## config.mk

```make
export PLATFORM = sky130hd
export DESIGN_NAME = service_request_ack_chain
export DESIGN_NICKNAME = d
export VERILOG_FILES = /design/src/hdl/srq_ack_pkg.sv /design/src/hdl/service_request_ack_chain.sv
export SDC_FILE = /design/constraint.sdc
export NUM_CORES = 1
export LEC_CHECK = 0
export ABC_AREA = 1
export BUFFER_PORTS_ARGS = -buffer_cell sky130_fd_sc_hd__buf_2
export CAP_MARGIN = 20
export CORE_MARGIN = 5
export CORE_UTILIZATION = 45
export CTS_BUF_LIST = sky130_fd_sc_hd__clkbuf_8
export CTS_CLUSTER_DIAMETER = 100
export DETAILED_ROUTE_END_ITERATION = 12
export GPL_TIMING_DRIVEN = 0
export PLACE_DENSITY = 0.75
export SYNTH_ARGS = -nofsm -noshare
export SYNTH_HDL_FRONTEND = slang
export SYNTH_SLANG_ARGS = --single-unit
```

## constraint.sdc

```tcl
create_clock -name i_sys_clk -period 1.6 [get_ports i_sys_clk]
set_clock_uncertainty 0.1 [all_clocks]
set_input_delay 0 -clock i_sys_clk [delete_from_list [all_inputs] [get_ports i_sys_clk]]
set_output_delay 0 -clock i_sys_clk [all_outputs]
set_load 0.02 [all_outputs]
```

## src/hdl/srq_ack_pkg.sv

```systemverilog
/*
 service request / acknowledge chain package: timing counts, encodings.
 assumes a 25 MHz system clock; nothing else.
*/
package srq_ack_pkg;
  localparam int unsigned SYS_CLK_HZ = 25000000;
  // hold-off after end-of-service, in clock periods
  localparam int unsigned EOS_HOLDOFF_CLKS = 2;
  localparam logic [1:0] EOS_HOLDOFF_CNT = 2'(EOS_HOLDOFF_CLKS);
  // vector returned on an unclaimed acknowledge with chaining off
  localparam logic [7:0] INVALID_VECTOR = 8'h00;
  localparam logic [7:0] MATCH_RST = 8'h00;
  localparam logic [7:0] VECTOR_RST = 8'h00;
  // class index
  localparam int unsigned CLS_MODEM = 0;
  localparam int unsigned CLS_TX = 1;
  localparam int unsigned CLS_RX = 2;
  localparam int unsigned NUM_CLS = 3;
  typedef enum logic [1:0] {
    ST_IDLE = 2'b00,
    ST_ACK = 2'b01,
    ST_DONE = 2'b11
  } ack_state_t;
endpackage

```

## src/hdl/service_request_ack_chain.sv

```systemverilog
/*
 service request signalling and acknowledge matching / daisy chaining.
 assumes the host decodes its acknowledge level, never overlaps chip select
 with acknowledge-in, and keeps the address stable before acknowledge-in.
*/
`timescale 1ns/100ps
module service_request_ack_chain #(
  parameter int unsigned ADDR_W = 8
) (
  // clock and reset
  input wire logic i_sys_clk,
  input wire logic i_nrst,
  // internal request sources, one per class (modem, tx, rx)
  input wire logic [2:0] i_req_pending,
  input wire logic [7:0] i_modem_vector,
  input wire logic [7:0] i_tx_vector,
  input wire logic [7:0] i_rx_vector,
  // configuration
  input wire logic [ADDR_W-1:0] i_modem_match_reg,
  input wire logic [ADDR_W-1:0] i_tx_match_reg,
  input wire logic [ADDR_W-1:0] i_rx_match_reg,
  input wire logic i_chain_en,
  input wire logic i_end_of_service_wr,
  // host pins
  input wire logic i_chain_ack_in_n,
  input wire logic i_data_strobe_n,
  input wire logic [ADDR_W-1:0] i_addr,
  // outputs
  output logic o_modem_service_req_n,
  output logic o_tx_service_req_n,
  output logic o_rx_service_req_n,
  output logic [2:0] o_request_status_reg,
  output logic o_chain_ack_out_n,
  output logic o_transfer_ack_n,
  output logic [7:0] o_data,
  output logic o_data_oe_n
);
  // pin synchronisers
  logic [1:0] ack_sync_r;
  logic [1:0] ds_sync_r;
  logic [ADDR_W-1:0] addr_s1_r;
  logic [ADDR_W-1:0] addr_s2_r;
  always_ff @(posedge i_sys_clk or negedge i_nrst) begin
    if (!i_nrst) begin
      ack_sync_r <= 2'b11;
      ds_sync_r <= 2'b11;
      addr_s1_r <= '0;
      addr_s2_r <= '0;
    end else begin
      ack_sync_r <= {ack_sync_r[0], i_chain_ack_in_n};
      ds_sync_r <= {ds_sync_r[0], i_data_strobe_n};
      addr_s1_r <= i_addr;
      addr_s2_r <= addr_s1_r;
    end
  end
  wire ack_active = !ack_sync_r[1] && !ds_sync_r[1];

  // class match decode
  wire [2:0] hit = {addr_s2_r == i_rx_match_reg,
                    addr_s2_r == i_tx_match_reg,
                    addr_s2_r == i_modem_match_reg};
  wire any_hit = |hit;
  // requests that are raised and not masked by service in progress
  logic [2:0] req_out_r;
  logic [2:0] in_service_r;
  logic [1:0] holdoff_r;
  wire [2:0] pend_hit = hit & req_out_r;
  wire claim = |pend_hit;
  wire [7:0] sel_vector = pend_hit[srq_ack_pkg::CLS_MODEM] ? i_modem_vector :
                          pend_hit[srq_ack_pkg::CLS_TX] ? i_tx_vector : i_rx_vector;

  srq_ack_pkg::ack_state_t state_r;
  srq_ack_pkg::ack_state_t state_nxt;
  logic [2:0] ack_cls_r;
  logic [7:0] data_r;
  logic xfer_ack_r;
  logic fwd_r;

  always_comb begin
    state_nxt = state_r;
    case (state_r)
      srq_ack_pkg::ST_IDLE: begin
        if (ack_active) begin
          state_nxt = srq_ack_pkg::ST_ACK;
        end
      end
      srq_ack_pkg::ST_ACK: begin
        if (!ack_active) begin
          state_nxt = srq_ack_pkg::ST_DONE;
        end
      end
      srq_ack_pkg::ST_DONE: state_nxt = srq_ack_pkg::ST_IDLE;
      default: state_nxt = srq_ack_pkg::ST_IDLE;
    endcase
  end

  wire start_ack = (state_r == srq_ack_pkg::ST_IDLE) && ack_active;
  wire end_ack = (state_r == srq_ack_pkg::ST_DONE);

  always_ff @(posedge i_sys_clk or negedge i_nrst) begin
    if (!i_nrst) begin
      state_r <= srq_ack_pkg::ST_IDLE;
      ack_cls_r <= 3'h0;
      data_r <= srq_ack_pkg::VECTOR_RST;
      xfer_ack_r <= 1'b0;
      fwd_r <= 1'b0;
    end else begin
      state_r <= state_nxt;
      if (start_ack) begin
        // first pending class wins; one hot
        ack_cls_r <= pend_hit & ~(pend_hit - 3'h1) ;
        if (claim) begin
          data_r <= sel_vector;
          xfer_ack_r <= 1'b1;
          fwd_r <= 1'b0;
        end else if (!i_chain_en) begin
          data_r <= srq_ack_pkg::INVALID_VECTOR;
          xfer_ack_r <= 1'b1;
          fwd_r <= 1'b0;
        end else begin
          // forward only on a match; no match leaves the cycle hanging
          data_r <= srq_ack_pkg::INVALID_VECTOR;
          xfer_ack_r <= 1'b0;
          fwd_r <= any_hit;
        end
      end else if (state_nxt == srq_ack_pkg::ST_DONE) begin
        xfer_ack_r <= 1'b0;
        fwd_r <= 1'b0;
      end
    end
  end

  // request outputs: dropped at acknowledge end, reopened after eos hold-off unless the eos write lands in the acknowledge end cycle
  always_ff @(posedge i_sys_clk or negedge i_nrst) begin
    if (!i_nrst) begin
      in_service_r <= 3'h0;
      holdoff_r <= 2'h0;
      req_out_r <= 3'h0;
    end else begin
      if (end_ack) begin
        in_service_r <= in_service_r | ack_cls_r;
      end else if (i_end_of_service_wr) begin
        in_service_r <= 3'h0;
      end
      if (i_end_of_service_wr) begin
        holdoff_r <= srq_ack_pkg::EOS_HOLDOFF_CNT;
      end else if (holdoff_r != 2'h0) begin
        holdoff_r <= holdoff_r - 2'h1;
      end
      if (i_end_of_service_wr || holdoff_r != 2'h0) begin
        req_out_r <= 3'h0;
      end else begin
        req_out_r <= i_req_pending & ~in_service_r & ~(end_ack ? ack_cls_r : 3'h0);
      end
    end
  end

  // outputs change on the clock; host must still synchronise them
  assign o_modem_service_req_n = !req_out_r[srq_ack_pkg::CLS_MODEM];
  assign o_tx_service_req_n = !req_out_r[srq_ack_pkg::CLS_TX];
  assign o_rx_service_req_n = !req_out_r[srq_ack_pkg::CLS_RX];
  assign o_request_status_reg = req_out_r;
  assign o_chain_ack_out_n = !fwd_r;
  assign o_transfer_ack_n = !xfer_ack_r;
  assign o_data = data_r;
  assign o_data_oe_n = !xfer_ack_r;

  AST_EOS_CLEAR: assert property (@(posedge i_sys_clk) disable iff (!i_nrst)
    i_end_of_service_wr |=> (req_out_r == 3'h0) [*2])
    else $error("status bits not held clear after end of service");
  AST_NO_FWD_NOMATCH: assert property (@(posedge i_sys_clk) disable iff (!i_nrst)
    start_ack && !any_hit |=> o_chain_ack_out_n)
    else $error("acknowledge forwarded without a match");
  AST_FWD_MATCH: assert property (@(posedge i_sys_clk) disable iff (!i_nrst)
    start_ack && !claim && any_hit && i_chain_en |=> !o_chain_ack_out_n && o_transfer_ack_n)
    else $error("matched unclaimed acknowledge not forwarded");
  AST_NOMATCH_HANG: assert property (@(posedge i_sys_clk) disable iff (!i_nrst)
    start_ack && !any_hit && i_chain_en |=> o_transfer_ack_n)
    else $error("unmatched acknowledge answered");
  AST_ZERO_VEC: assert property (@(posedge i_sys_clk) disable iff (!i_nrst)
    start_ack && !claim && !i_chain_en |=> !o_transfer_ack_n && o_data == 8'h00)
    else $error("invalid acknowledge vector not zero");
  AST_CLAIM: assert property (@(posedge i_sys_clk) disable iff (!i_nrst)
    start_ack && claim |=> !o_transfer_ack_n && o_data == $past(sel_vector))
    else $error("claimed acknowledge not answered with vector");
  AST_NEGATE: assert property (@(posedge i_sys_clk) disable iff (!i_nrst)
    end_ack && ack_cls_r[0] |=> o_modem_service_req_n)
    else $error("modem request not negated after acknowledge");
  AST_NEGATE_TX: assert property (@(posedge i_sys_clk) disable iff (!i_nrst)
    end_ack && ack_cls_r[srq_ack_pkg::CLS_TX] |=> o_tx_service_req_n)
    else $error("tx request not negated after acknowledge");
  AST_NEGATE_RX: assert property (@(posedge i_sys_clk) disable iff (!i_nrst)
    end_ack && ack_cls_r[srq_ack_pkg::CLS_RX] |=> o_rx_service_req_n)
    else $error("rx request not negated after acknowledge");
  // compared against the raw match register, not the shared hit decode
  AST_MATCH: assert property (@(posedge i_sys_clk) disable iff (!i_nrst)
    start_ack && addr_s2_r == i_modem_match_reg && req_out_r[srq_ack_pkg::CLS_MODEM]
    |=> !o_transfer_ack_n && o_data == $past(i_modem_vector))
    else $error("matched modem acknowledge not answered with its vector");
  AST_NOMATCH_FLOAT: assert property (@(posedge i_sys_clk) disable iff (!i_nrst)
    start_ack && !any_hit && i_chain_en |=> o_data_oe_n)
    else $error("data bus driven on unmatched acknowledge");
  AST_END_RELEASE: assert property (@(posedge i_sys_clk) disable iff (!i_nrst)
    end_ack |-> o_transfer_ack_n && o_chain_ack_out_n)
    else $error("answer still standing after acknowledge release");
endmodule

```

==> impl_metrics.csv <==
group,metric,value,unit
finish,mostFrequentLayoutCell,"buf_2",
floorplan,core_area,4380,um2
setup_path,cp_data_required_time,1740,ps
floorplan,num_rows,24,
clocking,path_clk_slew,90,ps
power,ir_worst_vdd,0.715,mV
routing,wire_per_inst,13.2,um
finish,final_cell_mix,"82 x buf_2, 69 x nand2_1, 40 x dlygate4sd3_1, 38 x dfrtp_1, 32 x nand3_1",
setup_path,reg2reg_setup_slack,-30,ps
clocking,root_buffer,"clkbuf_8",
finish,layout-drive-gt1-share,32.8,%
sta,final.setup.worst_slack,-25.8,ps
finish,stdcell_count,427,
synthesis,yosysTopAreaCellShare,47.6,%
power,combPwrFrac,23.4,%
status,violations,"negative setup slack",
power,p_int,1.97,mW
clocking,clk_latency,300,ps
synthesis,synth-warning-count,0,
finish,fin_nets,440,
grt,grt_max_degree,44,
power,power.leakage,1.65,nW
min_path,min_delay_path_depth,6,
clocking,htreeDepth,2,
sta,tightest_slew,930,ps
grt,gr-total-overflow,0,
grt,track_usage,19.1,%
routing,drt_wl_total,5620,um
setup_path,worstPathCellList,"xnor2_1 > nand2_1 > nor2_1 > nand2_2 > nor2_4 > buf_6 > nand3_1 > nand3_1 > nand2_1 > nand2_1",
setup_path,crit_top_cell,"nand2_1",
clocking,cts_sinks,43,
finish,stdcell_area,3150,um2
setup_path,timing.rr.end,"o_data[6]",
sta,setup_violations,7,
routing,top_layer_used,"met4",
setup_path,reg2reg_depth,10,
clocking,cts_tree,"done",
finish,antenna_cells,0,
placed_design,dp_cells,374,
placed_design,gp_congestion,0.796,
power,netSwitchingFraction,28.7,%
job,maxCapViolations,0,
routing,ant_nets,0,
status,outcome,"complete, but fails checks",
synthesis,yosys_register_bits,43,
finish,fillerInstances,341,
floorplan,pin_count,82,
floorplan,start_util,46.7,%
synthesis,syn_avg_cell_area,8.50,um2
placed_design,io_buffers,81,
grt,grt_pass1_vias,2050,
setup_path,path_max_fanout,5,
grt,grt_pass1_wl,9270,um
sta,slew_headroom,38.0,%
routing,drt-vias-per-instance,4.79,
clocking,numCtsBuffers,5,
routing,met2WireLength,2880,um
routing,routed-via-count,2047,
grt,antenna_found_initial,0,
sta,hold_viol,0,
routing,first_iter_violations,87,
synthesis,ys_top_cells_by_area,"dfrtp_1 48%, nand2_1 13%, nand3_1 8.8%",
setup_path,r2r_start,"addr_s2_r[2]",
power,clock_power_share,30.8,%
synthesis,synth_top_area_cell,"dfrtp_1",
synthesis,mappedNetlistNets,307,
synthesis,netlist-cell-type-count,24,
placed_design,hpwl,3630,um
setup_path,arrival,1760,ps
finish,syn2layout_area_growth,54.0,%
min_path,hold_class,"input pin to flop",
synthesis,seq_area_frac_synth,52.8,%
routing,dr.pass1.iters,4,
placed_design,placed_cell_area,2520,um2
placed_design,post-place-ws,-43.2,ps
floorplan,die_w,77.5,um
routing,wirelength_met1,2240,um
setup_path,critical-path-max-stage-delay,430,ps
power,seq_power_share,45.8,%
floorplan,dieHeight,77.5,um
clocking,clk_path_buf_depth,2,
min_path,hold_end,"ack_cls_r[2]",
floorplan,fp.dieArea,6000,um2
power,cellPowerDensity,875,nW/um2
setup_path,critPathSlowestCell,"dfrtp_1",
synthesis,syn_area,2050,um2
sta,grt_setup_unrepaired,"yes",
sta,fmax,615,MHz
finish,post-route-util,71.9,%
routing,dr_wl_met3,448,um
sta,timing.setup.tns,-88.6,ps
sta,period_minus_slack,1630,ps
setup_path,critPathLaunchType,"flop",
sta,fin_crit_sh,102,%
synthesis,syn_inst,241,
min_path,min_from,"i_rx_match_reg[0]",
setup_path,path_buf_inv,1,
routing,drcViolationCount,0,
setup_path,crit_family,"simple AND/OR/NAND/NOR gates",
sta,drv_slew,0,
power,p_sw,0.793,mW
setup_path,crit_type,"flop to flop",
setup_path,crit_path_end_kind,"flop",
-- worst max path at each step --
stage,start,end,depth (start not counted)
after global routing,addr_s2_r[0],o_data[5],10
final,addr_s2_r[2],o_data[6],10
after global placement,addr_s2_r[4],o_data[1],11
after detailed placement,addr_s2_r[3],o_data[5],9
after CTS,addr_s2_r[5],o_data[5],10
after floorplan,addr_s2_r[5],o_data[1],9
-- metal layers --
layer  GRT usage [%]  up-vias
met2            34.3       90
met4            3.95        0
li1                -     1016
met5               0        -
met3            5.79        5
met1            22.6      936
-- cells in the mapped netlist --
| master | n |
|---|---|
| o21a_1 | 1 |
| buf_4 | 2 |
| inv_1 | 32 |
| nor2_1 | 12 |
| nand3_2 | 3 |
| buf_6 | 1 |
| nand2_2 | 1 |
| nand4_1 | 3 |
| a21oi_1 | 4 |
| nand3_1 | 36 |
| dfrtp_1 | 39 |
| nor2_2 | 2 |
| nand2_1 | 71 |
| nor3_1 | 1 |
| ha_1 | 1 |
| nor2_4 | 1 |
| clkbuf_1 | 1 |
| buf_2 | 1 |
| o21bai_1 | 3 |
| inv_4 | 1 |
| dfstp_2 | 4 |
| o31ai_1 | 1 |
| o21ai_0 | 4 |
| xnor2_1 | 16 |
-- cell type report --
class                           count  area, um2  area share [%]
Inverter                           33        126            4.01
Multi-Input combinational cell    160        863            27.4
Clock buffer                        5       68.8            2.18
Tap cell                           52       65.1            2.06
Buffer                              5       38.8            1.23
Clock inverter                      3       46.3            1.47
Sequential cell                    43       1080            34.3
Timing Repair Buffer              126        863            27.4
-- power by group through the flow --
stage | registers (mW) | clock network, mW | logic [mW]
finish | 1.26 | 0.849 | 0.646
floorplan | 1.28 | 0 | 0.338
global placement | 1.28 | 0 | 0.537
global route | 1.28 | 0.934 | 0.727
CTS | 1.26 | 0.881 | 0.638
detailed placement | 1.28 | 0 | 0.558
-- kinds of logic after synthesis --
group / Yosys count / share of synthesized area (%)
adders and majority gates: 1 / 0.611
DFF: 43 / 52.8
AOI/OAI and AO/OA: 13 / 3.79
buffers and inverters: 38 / 7.88
xor gates and xnor gates: 16 / 6.84
and+or+nand+nor: 130 / 28.1
-- tightest hold or removal path, delay by kind of cell --
family | cells | cell delay [ps]
AND/OR/NAND/NOR | 4 | 320
AO/OA/AOI/OAI | 1 | 100
buffers and inverters | 1 | 90
-- repair_timing --
item,CTS,global route
hold buffers,40,0
pin swaps,3,15
setup buffers,3,2
endpoints found under the hold margin,67,0
setup endpoints to repair,8,13
resized for setup,6,12
-- per-stage QoR --
stage / hold slack, ps / total power, mW
6_report: 140 / 2.76
4_1_cts: 122 / 2.78
3_5_place_dp: 6.66 / 1.84
3_3_place_gp: 5.25 / 1.81
5_1_grt: 148 / 2.94
2_1_floorplan: -396 / 1.61
No activity file was read; power rests on OpenSTA's default activity.
